<file path="config.mk">
export PLATFORM = sky130hd
export DESIGN_NAME = bfd_top
export DESIGN_NICKNAME = d
export VERILOG_FILES = /design/src/rtl/bfd_pkg.sv /design/src/rtl/bfd_top.sv /design/src/rtl/bfd_sync2.sv /design/src/rtl/bfd_phase.sv
export VERILOG_INCLUDE_DIRS = /design/src /design/src/rtl
export SDC_FILE = /design/constraint.sdc
export NUM_CORES = 1
export LEC_CHECK = 0
export BUFFER_PORTS_ARGS = -buffer_cell sky130_fd_sc_hd__buf_2
export CAP_MARGIN = 0
export CORE_MARGIN = 2
export CORE_UTILIZATION = 50
export CTS_CLUSTER_DIAMETER = 80
export CTS_CLUSTER_SIZE = 10
export DETAILED_ROUTE_END_ITERATION = 8
export GPL_TIMING_DRIVEN = 0
export PLACE_DENSITY_LB_ADDON = 0.05
export SYNTH_ARGS = -nofsm -noshare
export SYNTH_HDL_FRONTEND = slang
export SYNTH_SLANG_ARGS = --single-unit
</file>
<file path="constraint.sdc">
create_clock -name clk_sys_i -period 7.19 [get_ports clk_sys_i]
set_input_delay 0.719 -clock clk_sys_i [delete_from_list [all_inputs] [get_ports clk_sys_i]]
set_output_delay 0.719 -clock clk_sys_i [all_outputs]
set_load 0.01 [all_outputs]
</file>
<file path="src/rtl/bfd_defs.svh">
// timing and field constants for the bridge fault and dead-time block
`ifndef BFD_DEFS_SVH
`define BFD_DEFS_SVH
`define BFD_CLK_NS 40
`define BFD_DEAD_MAX_NS 6000
`define BFD_DEAD_MAX_CYC ((`BFD_DEAD_MAX_NS + `BFD_CLK_NS - 1) / `BFD_CLK_NS)
`define BFD_CHARGE_TO_US 200
`define BFD_CHARGE_TO_CYC ((`BFD_CHARGE_TO_US * 1000) / `BFD_CLK_NS)
`define BFD_CLEAR_PULSE_NS 1000
`define BFD_CLEAR_CYC ((`BFD_CLEAR_PULSE_NS + `BFD_CLK_NS - 1) / `BFD_CLK_NS)
`define BFD_CP_WAKE_US 3
`define BFD_CP_WAKE_CYC ((`BFD_CP_WAKE_US * 1000) / `BFD_CLK_NS)
`define BFD_CNT_W 13
`define BFD_DSEL_OFF 2'h0
`define BFD_DSEL_EXT 2'h1
`define BFD_DSEL_MAX 2'h2
`endif

</file>
<file path="src/rtl/bfd_pkg.sv">
// types for the bridge fault and dead-time block
package bfd_pkg;
    typedef struct packed {
        logic high_side_cmd;
        logic low_side_cmd;
    } bfd_phase_cmd_t;
    typedef struct packed {
        logic high_gate_out;
        logic low_gate_out;
    } bfd_phase_gate_t;
    typedef enum logic [1:0] {
        BFD_IDLE,
        BFD_CHARGE,
        BFD_DEAD,
        BFD_HIGH
    } bfd_hs_state_t;
endpackage

</file>
<file path="src/rtl/bfd_top.sv">
// fault handling and gate sequencing for a two-phase bridge driver
`timescale 1ns/10ps
`include "bfd_defs.svh"
module bfd_top (
    input wire logic clk_sys_i,
    input wire logic reset_i,
    input bfd_pkg::bfd_phase_cmd_t phase_a_cmd_i,
    input bfd_pkg::bfd_phase_cmd_t phase_b_cmd_i,
    input wire logic sleep_clear_n_i,
    input wire logic overtemp_i,
    input wire logic gate_supply_below_falling_i,
    input wire logic gate_supply_above_rising_i,
    input wire logic logic_supply_low_i,
    input wire logic [1:0] boot_ok_i,
    input wire logic [1:0] boot_low_i,
    input wire logic charge_pump_ready_i,
    input wire logic [1:0] dead_interval_select_i,
    input wire logic [`BFD_CNT_W-1:0] dead_ext_cyc_i,
    output bfd_pkg::bfd_phase_gate_t phase_a_gate_o,
    output bfd_pkg::bfd_phase_gate_t phase_b_gate_o,
    output logic fault_n_o,
    output logic fault_n_oe_o,
    output logic sleep_o
);
    import bfd_pkg::*;

    // ------------------------------------------------------------
    // input synchronisers
    // ------------------------------------------------------------
    localparam int NS = 16;
    logic [NS-1:0] raw;
    logic [NS-1:0] syn;
    assign raw = {phase_a_cmd_i, phase_b_cmd_i, sleep_clear_n_i, overtemp_i,
                  gate_supply_below_falling_i, gate_supply_above_rising_i,
                  logic_supply_low_i, boot_ok_i, boot_low_i,
                  charge_pump_ready_i, dead_interval_select_i};
    bfd_sync2 #(.W(NS)) u_sync (
        .clk_sys_i(clk_sys_i),
        .reset_i(reset_i),
        .async_i(raw),
        .sync_o(syn)
    );
    bfd_phase_cmd_t a_cmd;
    bfd_phase_cmd_t b_cmd;
    logic clr_n;
    logic ot;
    logic gs_low;
    logic gs_ok;
    logic ls_low;
    logic [1:0] b_ok;
    logic [1:0] b_low;
    logic cp_rdy;
    logic [1:0] dsel;
    assign {a_cmd, b_cmd, clr_n, ot, gs_low, gs_ok, ls_low, b_ok, b_low,
            cp_rdy, dsel} = syn;

    // ------------------------------------------------------------
    // fault state
    // ------------------------------------------------------------
    typedef struct packed {
        logic [3:0] cmd_q;
        logic gs_fault;
        logic boot_fault;
        logic [`BFD_CNT_W-1:0] clr_cnt;
        logic [`BFD_CNT_W-1:0] wake_cnt;
        logic awake;
        logic fault_n;
        logic sleep;
    } bfd_top_st_t;
    bfd_top_st_t st_r;
    bfd_top_st_t st_nxt;
    logic [1:0] boot_to;
    logic any_rise;
    logic clr_pulse;
    logic enable;
    logic dead_on;
    logic [`BFD_CNT_W-1:0] dead_cyc;

    always_comb begin
        st_nxt = st_r;
        st_nxt.cmd_q = {a_cmd, b_cmd};
        any_rise = |({a_cmd, b_cmd} & ~st_r.cmd_q);
        st_nxt.sleep = ~clr_n;
        // clear pulse counter: long-enough low clears latches
        if (clr_n) begin
            st_nxt.clr_cnt = '0;
        end else if (st_r.clr_cnt != `BFD_CNT_W'(`BFD_CLEAR_CYC)) begin
            st_nxt.clr_cnt = st_r.clr_cnt + 1'b1;
        end
        clr_pulse = ~clr_n
            & (st_r.clr_cnt + 1'b1 >= `BFD_CNT_W'(`BFD_CLEAR_CYC));
        // gate supply fault: set wins over a command-edge or clear-pulse clear
        if (gs_low || (st_r.gs_fault && !gs_ok)) begin
            st_nxt.gs_fault = 1'b1;
        end else if (any_rise || clr_pulse) begin
            st_nxt.gs_fault = 1'b0;
        end
        if (|boot_to) begin
            st_nxt.boot_fault = 1'b1;
        end else if (any_rise || !clr_n) begin
            st_nxt.boot_fault = 1'b0;
        end
        if (ls_low) begin
            // logic supply drop clears the latched gate supply and bootstrap faults
            st_nxt.gs_fault = 1'b0;
            st_nxt.boot_fault = 1'b0;
        end
        // wake delay after sleep for charge pump
        if (!clr_n) begin
            st_nxt.awake = 1'b0;
            st_nxt.wake_cnt = '0;
        end else if (cp_rdy && st_r.wake_cnt >=
                     `BFD_CNT_W'(`BFD_CP_WAKE_CYC)) begin
            st_nxt.awake = 1'b1;
        end else if (st_r.wake_cnt != '1) begin
            st_nxt.wake_cnt = st_r.wake_cnt + 1'b1;
        end
        // overtemp only flags, disables nothing
        st_nxt.fault_n = ~(ot | ls_low | st_nxt.gs_fault
                           | st_nxt.boot_fault);
    end

    // outputs disabled on any disabling fault
    assign enable = clr_n & st_r.awake & ~ls_low & ~st_r.gs_fault
                    & ~st_r.boot_fault;

    // dead-interval mode: strapped max, external, or off
    always_comb begin
        dead_on = 1'b1;
        dead_cyc = dead_ext_cyc_i;
        case (dsel)
            `BFD_DSEL_OFF: dead_on = 1'b0;
            `BFD_DSEL_MAX: dead_cyc = `BFD_CNT_W'(`BFD_DEAD_MAX_CYC);
            default: dead_cyc = dead_ext_cyc_i;
        endcase
    end

    always_ff @(posedge clk_sys_i or posedge reset_i) begin
        if (reset_i) begin
            // power-up: gate supply fault set until rising limit seen, then cleared by a command edge or clear pulse
            st_r <= '{gs_fault: 1'b1, default: '0};
        end else begin
            st_r <= st_nxt;
        end
    end

    // ------------------------------------------------------------
    // phases; braking combos pass through directly when the dead interval is off
    // ------------------------------------------------------------
    bfd_phase u_pha (
        .clk_sys_i(clk_sys_i),
        .reset_i(reset_i),
        .cmd_i(a_cmd),
        .boot_ok_i(b_ok[1]),
        .boot_low_i(b_low[1]),
        .enable_i(enable),
        .dead_on_i(dead_on),
        .dead_cyc_i(dead_cyc),
        .gate_o(phase_a_gate_o),
        .boot_fault_o(boot_to[1])
    );
    bfd_phase u_phb (
        .clk_sys_i(clk_sys_i),
        .reset_i(reset_i),
        .cmd_i(b_cmd),
        .boot_ok_i(b_ok[0]),
        .boot_low_i(b_low[0]),
        .enable_i(enable),
        .dead_on_i(dead_on),
        .dead_cyc_i(dead_cyc),
        .gate_o(phase_b_gate_o),
        .boot_fault_o(boot_to[0])
    );

    // open-drain fault pin: drive low only while faulted
    assign fault_n_o = 1'b0;
    assign fault_n_oe_o = ~st_r.fault_n;
    assign sleep_o = st_r.sleep;
endmodule

</file>
<file path="src/rtl/bfd_sync2.sv">
// two-flop synchroniser for asynchronous levels
`timescale 1ns/10ps
module bfd_sync2 #(
    parameter int W = 1
) (
    input wire logic clk_sys_i,
    input wire logic reset_i,
    input wire logic [W-1:0] async_i,
    output logic [W-1:0] sync_o
);
    typedef struct packed {
        logic [W-1:0] s1;
        logic [W-1:0] s2;
    } bfd_sync_st_t;
    bfd_sync_st_t st_r;
    bfd_sync_st_t st_nxt;
    always_comb begin
        st_nxt.s1 = async_i;
        st_nxt.s2 = st_r.s1;
    end
    always_ff @(posedge clk_sys_i or posedge reset_i) begin
        if (reset_i) begin
            st_r <= '0;
        end else begin
            st_r <= st_nxt;
        end
    end
    assign sync_o = st_r.s2;
endmodule

</file>
<file path="src/rtl/bfd_phase.sv">
// one bridge phase: lockout, dead interval and bootstrap charge cycles
`timescale 1ns/10ps
`include "bfd_defs.svh"
module bfd_phase (
    input wire logic clk_sys_i,
    input wire logic reset_i,
    input bfd_pkg::bfd_phase_cmd_t cmd_i,
    input wire logic boot_ok_i,
    input wire logic boot_low_i,
    input wire logic enable_i,
    input wire logic dead_on_i,
    input wire logic [`BFD_CNT_W-1:0] dead_cyc_i,
    output bfd_pkg::bfd_phase_gate_t gate_o,
    output logic boot_fault_o
);
    import bfd_pkg::*;
    typedef struct packed {
        bfd_hs_state_t hs;
        logic [`BFD_CNT_W-1:0] cnt;
        logic [`BFD_CNT_W-1:0] hs_off_age;
        logic [`BFD_CNT_W-1:0] ls_off_age;
        logic lo_dead;
        logic lo_q;
        logic timeout;
    } bfd_ph_st_t;
    bfd_ph_st_t st_r;
    bfd_ph_st_t st_nxt;
    logic hi_want;
    logic lo_want;
    logic hi_drv;
    logic lo_drv;
    always_comb begin
        st_nxt = st_r;
        st_nxt.timeout = 1'b0;
        // both high: low side wins
        hi_want = cmd_i.high_side_cmd & ~cmd_i.low_side_cmd & enable_i;
        lo_want = cmd_i.low_side_cmd & enable_i;
        hi_drv = 1'b0;
        lo_drv = 1'b0;
        case (st_r.hs)
            BFD_IDLE: begin
                st_nxt.cnt = '0;
                if (hi_want) begin
                    if (!boot_ok_i) begin
                        st_nxt.hs = BFD_CHARGE;
                    end else if (dead_on_i && st_r.ls_off_age < dead_cyc_i) begin
                        st_nxt.hs = BFD_DEAD;
                    end else begin
                        st_nxt.hs = BFD_HIGH;
                    end
                end
            end
            BFD_CHARGE: begin
                lo_drv = 1'b1;
                st_nxt.cnt = st_r.cnt + 1'b1;
                if (!hi_want) begin
                    st_nxt.hs = BFD_IDLE;
                end else if (boot_ok_i) begin
                    // charge until threshold plus hysteresis
                    st_nxt.hs = dead_on_i ? BFD_DEAD : BFD_HIGH;
                    st_nxt.cnt = '0;
                end else if (st_r.cnt >= `BFD_CNT_W'(`BFD_CHARGE_TO_CYC - 1)) begin
                    st_nxt.timeout = 1'b1;
                    st_nxt.hs = BFD_IDLE;
                end
            end
            BFD_DEAD: begin
                st_nxt.cnt = st_r.cnt + 1'b1;
                if (!hi_want) begin
                    st_nxt.hs = BFD_IDLE;
                end else if (st_r.cnt + 1'b1 >= dead_cyc_i) begin
                    st_nxt.hs = BFD_HIGH;
                end
            end
            BFD_HIGH: begin
                hi_drv = 1'b1;
                st_nxt.cnt = '0;
                if (!hi_want) begin
                    st_nxt.hs = BFD_IDLE;
                end else if (boot_low_i) begin
                    st_nxt.hs = BFD_CHARGE;
                end
            end
            default: st_nxt.hs = BFD_IDLE;
        endcase
        // low side: dead interval only if high side went off recently
        if (lo_want && st_r.hs != BFD_HIGH && !hi_drv) begin
            // hold off until the high side has been off long enough
            st_nxt.lo_dead = dead_on_i && !st_r.lo_q
                             && st_r.hs_off_age < dead_cyc_i;
            if (!st_nxt.lo_dead) begin
                lo_drv = 1'b1;
            end
        end else begin
            st_nxt.lo_dead = 1'b0;
        end
        if (st_r.hs == BFD_HIGH && st_nxt.hs != BFD_HIGH) begin
            st_nxt.hs_off_age = '0;
        end else if (st_r.hs_off_age != '1) begin
            st_nxt.hs_off_age = st_r.hs_off_age + 1'b1;
        end
        // age stays zero while the low gate is on, so it counts from turn-off
        if (st_r.lo_q) begin
            st_nxt.ls_off_age = '0;
        end else if (st_r.ls_off_age != '1) begin
            st_nxt.ls_off_age = st_r.ls_off_age + 1'b1;
        end
        st_nxt.lo_q = lo_drv;
        if (!enable_i) begin
            // outputs disabled: all gates low
            st_nxt.hs = BFD_IDLE;
            st_nxt.lo_q = 1'b0;
            st_nxt.lo_dead = 1'b0;
        end
    end
    always_ff @(posedge clk_sys_i or posedge reset_i) begin
        if (reset_i) begin
            st_r <= '{hs: BFD_IDLE, cnt: '0, hs_off_age: '1,
                      ls_off_age: '1, default: 1'b0};
        end else begin
            st_r <= st_nxt;
        end
    end
    // register each gate so the top drives them straight from flops
    logic hi_q_r;
    always_ff @(posedge clk_sys_i or posedge reset_i) begin
        if (reset_i) begin
            hi_q_r <= 1'b0;
        end else begin
            hi_q_r <= (st_nxt.hs == BFD_HIGH) & enable_i;
        end
    end
    assign gate_o.high_gate_out = hi_q_r;
    assign gate_o.low_gate_out = st_r.lo_q;
    assign boot_fault_o = st_r.timeout;
endmodule

</file>
# Yosys cells after proc, flatten, opt, wreduce, memory -nomap -nowiden

Cells that the tools add are included.

Reduce and logical (&&, ||, !) cells: 34
Mux-type cells: 68
Add/sub/neg operators: 8
$lt $le $gt $ge: 10
Bitwise operators: 26
Eq/ne operators: 22

Operators with widths:

| kind                  | count |
|---|---|
| $mux 13               | 17 |
| $pmux 15 s4           | 2 |
| $add 13x1->13 const B | 8 |
| $ne 13x13->1 const B  | 5 |
| $lt 13x13->1          | 4 |
| $mux 2                | 21 |
| $mux 1                | 27 |
| $ge 13x13->1          | 2 |
| $ge 13x13->1 const B  | 2 |
| $eq 2x2->1 const B    | 7 |
| $logic_and 1x1->1     | 14 |
| $mux 14               | 1 |
| $ne 2x2->1 const B    | 7 |
| $and 1x1->1           | 13 |
| $ge 13x5->1 const B   | 1 |
| $ge 13x7->1 const B   | 1 |
| $ne 13x5->1 const B   | 1 |
| $reduce_bool 2->1     | 5 |
| $not 1->1             | 8 |
| $logic_not 1->1       | 6 |
| $logic_not 2->1       | 3 |
| $and 4x4->4           | 1 |
| $eq 2x1->1 const B    | 2 |
| $not 4->4             | 1 |
| other kinds (5)       | 9 |

Output and inout port bits: 7
Input port bits: 31
Register bits after elaboration: 155
Word-level logic and storage cells: 192

# Longest topological paths before layout

Gate-level depths: netlist of the first run.

Depth after elaboration: 11
Mapped depth: 12
Mapped depth without buffers: 12

# By module

Synthesis of the first run repeated with hierarchy kept, for this count alone.

Cell total of the unflattened synthesis: 900
Area total of the unflattened synthesis: 8,961.1 µm²

By module, submodules not included:

| module    | cells an instance | times used | area each (µm²) | seq. area each (µm²) |
|---|---|---|---|---|
| bfd_phase | 323               | 2          | 3,084.2         | 1,133.6 |
| bfd_top   | 221               | 1          | 1,988.2         | 877.1 |
| bfd_sync2 | 33                | 1          | 804.5           | 800.8 |

# Least setup slack after synthesis of the first run

Ideal clock, no wire load.

Path type: reg-to-reg
From: reg st_r[3] (netlist name)
To: reg st_r[8] (netlist name)
Period minus slack after synthesis: 2.546 ns
Data arrival time: 2.468 ns
Cell stages (with the launch flop): 9
Path buffers: 1
Library setup time: 0.078 ns
Required time: 7.112 ns
Slack: 4.644 ns
Path through: dfrtp_1 -> ha_1 -> a211o_1 -> a211o_1 -> a2111oi_4 -> o32ai_1 -> buf_2 -> or4_1 -> a21oi_1

Cells in the longest elaborated chain, start to end: 4
Elaborated cells on any way between the ends: 10
Those cells by class: add/sub: 1; order compare: 1; eq/ne: 3; mux: 3; reduce/logical: 2

Ends and longest elaborated chain:

| item                                                | line                           | source |
|---|---|---|
| start, declared                                     | bfd_top.sv:70                  | `bfd_top_st_t st_r;` |
| start signal, assigned                              | bfd_top.sv:143                 | `st_r <= st_nxt;` |
| $add 13x1->13 / $ge 13x7->1 (equally long branches) | bfd_top.sv:116, bfd_top.sv:112 |  |
| $mux 13 / $logic_and 1x1->1 (equally long branches) | bfd_top.sv:115, bfd_top.sv:112 |  |
| $mux 13 / $ne 2x2->1 (equally long branches)        | -                              |  |
| $mux 14 / $reduce_and 2->1 (equally long branches)  | -                              |  |

Parallel ways exist; a longest one is shown, timed or not. The select of a mux whose other input is x is not followed.
A chain may end at the register's enable or synchronous reset.

# Worst setup path after layout of the first run

From: reg u_sync.st_r (netlist bit u_sync.sync_o[0])
To: reg u_phb.hi_q_r

Cells in the longest elaborated chain, start to end: 11
Elaborated cells on any way between the ends: 19
Those cells by class: order compare: 2; eq/ne: 2; mux: 12; bitwise: 1; reduce/logical: 2

Ends and longest elaborated chain:

| item                   | line             | source |
|---|---|---|
| start, declared        | bfd_sync2.sv:15  | `bfd_sync_st_t st_r;` |
| start signal, assigned | bfd_sync2.sv:25  | `st_r <= st_nxt;` |
| $eq 2x2->1             | bfd_top.sv:131   | `case (dsel)` |
| $mux 13                | bfd_top.sv:131   |  |
| $lt 13x13->1           | bfd_phase.sv:46  | `end else if (dead_on_i && st_r.ls_off_age < dead_cyc_i) begin` |
| $logic_and 1x1->1      | bfd_phase.sv:46  |  |
| $mux 1                 | bfd_phase.sv:46  |  |
| $mux 2                 | bfd_phase.sv:44  | `if (!boot_ok_i) begin` |
| $mux 2                 | bfd_phase.sv:43  | `if (hi_want) begin` |
| $pmux 15 s4 *          | bfd_phase.sv:40  | `case (st_r.hs)` |
| $mux 2 *               | bfd_phase.sv:109 | `if (!enable_i) begin` |
| $eq 2x2->1 *           | bfd_phase.sv:130 | `hi_q_r <= (st_nxt.hs == BFD_HIGH) & enable_i;` |
| $and 1x1->1 *          | bfd_phase.sv:130 |  |
| end signal, assigned   | bfd_phase.sv:130 |  |
| end, declared          | bfd_phase.sv:125 | `logic hi_q_r;` |

Mark *: on every way between the ends. The rest lies on a longest branch, timed or not.

==> metrics.txt, run 1 <==
outcome finished clean; worst ir drop on vdd 0.0001719 V; number of levels the H-tree was split into 4; clock insertion delay at the later pin of the skew report 0.43 ns; Leak Pwr 4.343 nW; violation count after the first detailed-route iteration 442; fraction of final layout cells with drive strength greater than 1 0.1338; YS warnings 0; Synth Area in Simple Gates 0.2185; Mean Syn Cell Area 9.817 µm²; wire length of the first global-routing pass 33340 µm; largest area contributor in the netlist dfrtp_1; net total in the final layout 1058; post-synthesis cell area 8717 µm²; Crit Path Class reg2reg; number of antenna violations at the first check in global routing 0; synthesized-area fraction occupied by adder cells 0.1203; WL/cell 17.30 µm; Area growth, synth to finish 12.49%; share of the cycle needed by the critical path after routing 0.4124; #FFs+latches synth 155; clock buffer count from CTS 17; post-synthesis share of cell area spent on xor and xnor gates 0.06430; worst-path maximum fanout 10; post-CTS repair timing setup buffer count 0; global router's overall resource usage 0.2330; overall via count from detail_route 6740; most numerous cell in the Yosys netlist nor2_1; number of hold-slack violations in the final timing report 0; Clock Sink Count 155; met3 Resource Use GR 0.04362; DRT Wirelength 20450 µm; number of buffers inserted by hold repair at cts 0; post-CTS sizing 0; TritonCTS clock tree built; setup repair after global routing missed its margin no; number of search-and-repair iterations in the first detailed-routing pass 5; clk root buf clkbuf_16; IO Pins 38; Longest Clk Path Bufs 2; Routability Congestion 0.8758; largest net degree at the start of global routing 89; Min Hold Slack 0.3481 ns; Data required, critical path 7.48 ns; endpoint kind of the worst setup timing path flop; Port Buffers 36; cell types with the highest counts after synthesis nor2_1 (110), dfrtp_1 (102), ha_1 (83), nand2_1 (56), dfstp_2 (53); post-route setup TNS 0 ns; achievable frequency 0.3373 GHz; setup clock skew after layout 0.008579 ns; die area 18510 µm²; share of synthesized area spent on multiplexers 0.007177; actual slew at the worst max-slew pin 0.9897 ns; Slew Limit Headroom 0.3377; main combinational cell family by area after synthesis simple AND/OR/NAND/NOR gates; highest-utilization routing layer at the global route stage met2; final max-slew violation count 0; met1 global-route usage 0.3105; post-synthesis net count 1002; Placed Cells 1150; dominant synthesized flop cell dfrtp_1; fin cells 1182; arrival time of data at the critical path endpoint 3.26 ns; sequential cell area fraction in the yosys report 0.4526; final global-route overflow total 0; compound-gate portion of the synthesized area 0.1134; Unique masters post-synth 57; number of enable flip-flop cells after synthesis 0; antenna violation net count after detailed routing 0; global-route met2 utilization 0.3780; power density cells 228.5 nW/µm²; Worst Setup Slack post-DPL 4.036 ns; DRC violations left 0; via density per instance 5.702; worst hold path type reg2reg; num rows 48; smallest setup slack after layout 4.225 ns; die span in y 136.0 µm; fraction of registers with async set/reset 1.000; number of global-route vias before repair 6651; final number of setup-violating endpoints 0; clock period minus final worst setup slack 2.965 ns; Setup crit start kind flop; starting density of the core 0.5075; Area contributors post-synth dfrtp_1 (29%), dfstp_2 (16%), ha_1 (12%); antenna cell count 0; fin util 0.5709; Max-Cap Viols 0; HPWL after detailed placement 14570 µm; Post-Syn Instances 888; CORE AREA 17180 µm²; die span in x 136.0 µm; Reg clk slew, reported paths 0.06 ns; Synth top area share 0.2928
## final timing paths
path | slack (ns) | to | startpoint | cells after the start
min in group asynchronous | 0.37 | u_sync.st_nxt[2]$_DFF_PP0_ | reset_i | 2
worst min-delay path | 0.35 | u_sync.sync_o[5]$_DFF_PP0_ | u_sync.st_nxt[5]$_DFF_PP0_ | 0
worst max register to register | 4.23 | u_phb.hi_q_r$_DFF_PP0_ | u_sync.sync_o[0]$_DFF_PP0_ | 10
max in group asynchronous | 5.97 | st_r[30]$_DFF_PP1_ | reset_i | 3
worst min register to register | 0.35 | u_sync.sync_o[5]$_DFF_PP0_ | u_sync.st_nxt[5]$_DFF_PP0_ | 0
worst max-delay path | 4.23 | u_phb.hi_q_r$_DFF_PP0_ | u_sync.sync_o[0]$_DFF_PP0_ | 10
## per-stage QoR
step / cell area (µm²) / total power [W]
finish: 9806 / 0.002241
detailed placement: 9211 / 0.001332
floorplan: 8717 / 0.001231
global placement: 9179 / 0.001309
CTS: 9806 / 0.002254
global route: 9806 / 0.002346
## critical path: stages, from the launching register on
cell      delay [ns]
dfrtp_1         0.39
nand2b_1        0.14
clkbuf_1        0.31
nand2_1         0.39
ha_1            0.45
a21oi_1         0.18
a21oi_1         0.09
a211oi_1        0.26
o31ai_1         0.18
a211oi_1        0.33
nor3b_1         0.12
## registers in the layout, summed over array words and instances (netlist names)
register	cells
u_pha.gate_o	1
u_pha.boot_fault_o	1
u_phb.hi_q_r	1
u_pha.st_r	41
u_sync.sync_o	16
u_phb.boot_fault_o	1
u_pha.hi_q_r	1
u_phb.gate_o	1
st_r	34
u_sync.st_nxt	16
u_phb.st_r	41
sleep_o	1
## cells by family (layout without fill, tap and decap cells)
| logic type | count (synthesis) | in the layout |
|---|---|---|
| and+or+nand+nor | 378 | 378 |
| other | 1 | 1 |
| buffers and inverters | 49 | 118 |
| AOI/OAI and AO/OA | 151 | 151 |
| xor gates and xnor gates | 64 | 64 |
| DFF | 155 | 155 |
| adders and majority gates | 84 | 84 |
| muxes | 6 | 6 |
## final cells by class
class,count,area [µm²]
sequential,155,3945
clock inverter,11,143.9
timing repair buffer,37,207.7
clock buffer,21,450.4
inverter,28,110.1
buffer,21,98.84
tap,225,281.5
fill,1514,7371
multi-input combinational,684,4568
## per-layer routing
| metal | share of wire | vias to the layer above |
|---|---|---|
| li1 | - | 3297 |
| met4 | 0.021 | 0 |
| met1 | 0.47 | 3268 |
| met3 | 0.038 | 31 |
| met2 | 0.48 | 144 |
| met5 | 0 | - |
## placed cells by master, fill, tap and decap left out, types with 7 or more instances in the layout
master,Yosys,layout
nor2_1,110,110
dfrtp_1,102,102
ha_1,83,83
nand2_1,56,56
dfstp_2,53,53
nand3_1,46,46
a21oi_1,40,40
buf_2,1,37
xor2_1,36,36
nor2b_1,33,33
xnor2_1,28,28
inv_1,28,27
nand4_1,26,26
nor3_1,26,26
o21ai_0,24,24
clkbuf_16,0,17
clkbuf_1,13,16
and3_1,13,13
nand2b_1,12,12
nor4_1,11,11
or3_1,11,11
a21o_1,11,11
a31oi_1,10,10
o21ai_1,10,10
o21a_1,8,8
or4_1,7,7
a211oi_1,7,7
o31ai_1,7,7
## power breakdown
| part | switching (W) | internal [W] |
|---|---|---|
| clock network | 0.000365 | 0.000554 |
| logic | 0.000176 | 0.000120 |
| registers | 0.0000683 | 0.000957 |
No activity file was read; power rests on OpenSTA's default activity.
==> inputs of run 2 (changes only) <==
==> constraint.sdc (replaced) <==
create_clock -name clk_sys_i -period 2.5 [get_ports clk_sys_i]
set_input_delay 0.25 -clock clk_sys_i [delete_from_list [all_inputs] [get_ports clk_sys_i]]
set_output_delay 0.25 -clock clk_sys_i [all_outputs]
set_load 0.01 [all_outputs]
==> run 2 against run 1 <==
The run now ends with setup timing left. First-iteration DRC count down 24%. Power rose to 2.9 times the previous value. Die area did not move. Clock power rose to 2.8 times the previous value. Non-clock buffer count is 47 higher. Clock skew increased by 0.0014 ns. Hold slack lost 0.0012 ns. Maximum frequency increased by 12%. Critical path type unchanged.
==> metrics.txt, run 2 (synthesis results as in run 1) <==
outcome finished, violations left; violations in the final reports setup timing; clock buffer count from CTS 17; smallest setup slack after layout -0.1527 ns; proportion of power drawn by combinational gates 0.146; final max-slew violation count 0; internal power component 0.004704 W; power density cells 611.3 nW/µm²; clock insertion delay at the later pin of the skew report 0.43 ns; Leak Pwr 4.651 nW; slowest cell on the critical path dfrtp_1; Crit path max-delay family simple AND/OR/NAND/NOR gates; setup clock skew after layout 0.009999 ns; final global-route overflow total 0; Port Buffers 36; multi-input logic area 4900 µm²; IO Pins 38; switching power 0.001778 W; HPWL after detailed placement 14860 µm; Data required, critical path 2.85 ns; commonest non-fill, non-tap cell in the layout nor2_1; number of search-and-repair iterations in the first detailed-routing pass 4; switching portion of total power 0.2743; Reg power frac 0.455; design area 10600 µm²; Min Hold Slack 0.3469 ns; registers with the most flip-flops u_pha.st_r: 41 flops, u_phb.st_r: 41 flops, st_r: 34 flops; arrival time of data at the critical path endpoint 3.00 ns; met3 Resource Use GR 0.05145; Max-Cap Viols 0; worst ir drop on vdd 0.0005329 V; achievable frequency 0.3770 GHz; net total in the final layout 1105; overall via count from detail_route 7050; Clock Sink Count 155; via density per instance 5.736; wire length of the first global-routing pass 34560 µm; Crit Path Class reg2reg; buffering stage count on the worst path with inverters included 0; clock period minus final worst setup slack 2.653 ns; antenna cell count 0; violation count after the first detailed-route iteration 336; die area 18510 µm²; worst hold path type reg2reg; global-route met2 utilization 0.4070; number of hold-slack violations in the final timing report 0; clk root buf clkbuf_16; Slew Limit Headroom 0.5959; worst stage delay on the critical path 0.38 ns; DRT Wirelength 21310 µm; die span in x 136.0 µm; WL/cell 17.34 µm; dpl cell area 9270 µm²; part of the power in the clock network 0.399; Routability Congestion 0.8630; Longest Clk Path Bufs 2; number of antenna violations at the first check in global routing 0; final number of setup-violating endpoints 2; largest net degree at the start of global routing 43; Reg clk slew, reported paths 0.06 ns; fraction of final layout cells with drive strength greater than 1 0.2241; fin cells 1229; setup repair after global routing missed its margin yes; TritonCTS clock tree built; cell breakdown of the critical path nand3_2 > or3_4 > or2_4 > nor2_4 > xor2_2 > ha_1 > o21a_1 > nor2_1 > or3_1 > o211ai_1 > o211ai_1 > nor2_1; count of filler cells inserted in the layout 1428; register cell area after layout 3954 µm²; commonest cells after routing, fill and taps aside nor2_1 (102), dfrtp_1 (95), ha_1 (78); CORE AREA 17180 µm²; share of the cycle needed by the critical path after routing 1.061; number of levels the H-tree was split into 4; Area growth, synth to finish 21.63%; DRC violations left 0; number of global-route vias before repair 6989; num rows 48; Setup crit start kind flop; worst-path maximum fanout 3; die span in y 136.0 µm; endpoint kind of the worst setup timing path flop; Placed Cells 1153; global router's overall resource usage 0.2401; antenna violation net count after detailed routing 0; starting density of the core 0.5075; actual slew at the worst max-slew pin 0.6012 ns; met1 global-route usage 0.3123; highest-utilization routing layer at the global route stage met2
## run 2: final timing paths
path | from | endpoint | slack (ns) | depth (start not counted)
min in group asynchronous | reset_i | u_pha.gate_o[0]$_DFF_PP0_ | 0.40 | 3
hold reg to reg | u_sync.st_nxt[5]$_DFF_PP0_ | u_sync.sync_o[5]$_DFF_PP0_ | 0.35 | 0
hold / removal | u_sync.st_nxt[5]$_DFF_PP0_ | u_sync.sync_o[5]$_DFF_PP0_ | 0.35 | 0
setup reg to reg | u_pha.st_r[34]$_DFF_PP0_ | u_pha.st_r[42]$_DFF_PP0_ | -0.15 | 12
setup / recovery | u_pha.st_r[34]$_DFF_PP0_ | u_pha.st_r[42]$_DFF_PP0_ | -0.15 | 12
max in group asynchronous | reset_i | st_r[30]$_DFF_PP1_ | 1.26 | 5
## run 2: area by class of cell
class | instances | share of cell area
tap | 225 | 0.02655
inverter | 28 | 0.01027
clock buffer | 23 | 0.04815
clock inverter | 9 | 0.007789
buffer | 20 | 0.01109
multi-input combinational | 684 | 0.4621
sequential | 155 | 0.3729
timing repair buffer | 85 | 0.06113
## run 2: what timing repair did
action | CTS | global route
buffers inserted | 12 | 16
pin swaps | 13 | 18
hold buffers | 17 | 0
hold endpoints to repair | 17 | 0
endpoints found under the setup margin | 50 | 32
resized for setup | 42 | 48
## run 2: power groups by stage
stage | Clock (W) | Combinational (W) | Sequential [W]
after floorplan | 0 | 0.000618 | 0.00292
after global placement | 0 | 0.000790 | 0.00298
after detailed placement | 0 | 0.000848 | 0.00298
after CTS | 0.00263 | 0.000909 | 0.00294
after global routing | 0.00275 | 0.00107 | 0.00297
final | 0.00259 | 0.000947 | 0.00295
## run 2: per-layer routing
metal	wire (µm)	vias to the layer above
met5	0	-
li1	-	3407
met1	9811	3487
met4	384	0
met2	10440	120
met3	679	36
## run 2: per-stage QoR
stage	setup TNS (ns)	worst slack (ns)	power, W	util
2_1_floorplan	0	0.01946	0.003542	-
3_3_place_gp	-73.84	-0.6327	0.003765	0.5350
3_5_place_dp	-11.06	-0.4256	0.003830	0.5397
4_1_cts	-0.3618	-0.1539	0.006481	0.5980
5_1_grt	-0.9377	-0.3309	0.006795	0.6173
6_report	-0.3014	-0.1527	0.006481	0.6173
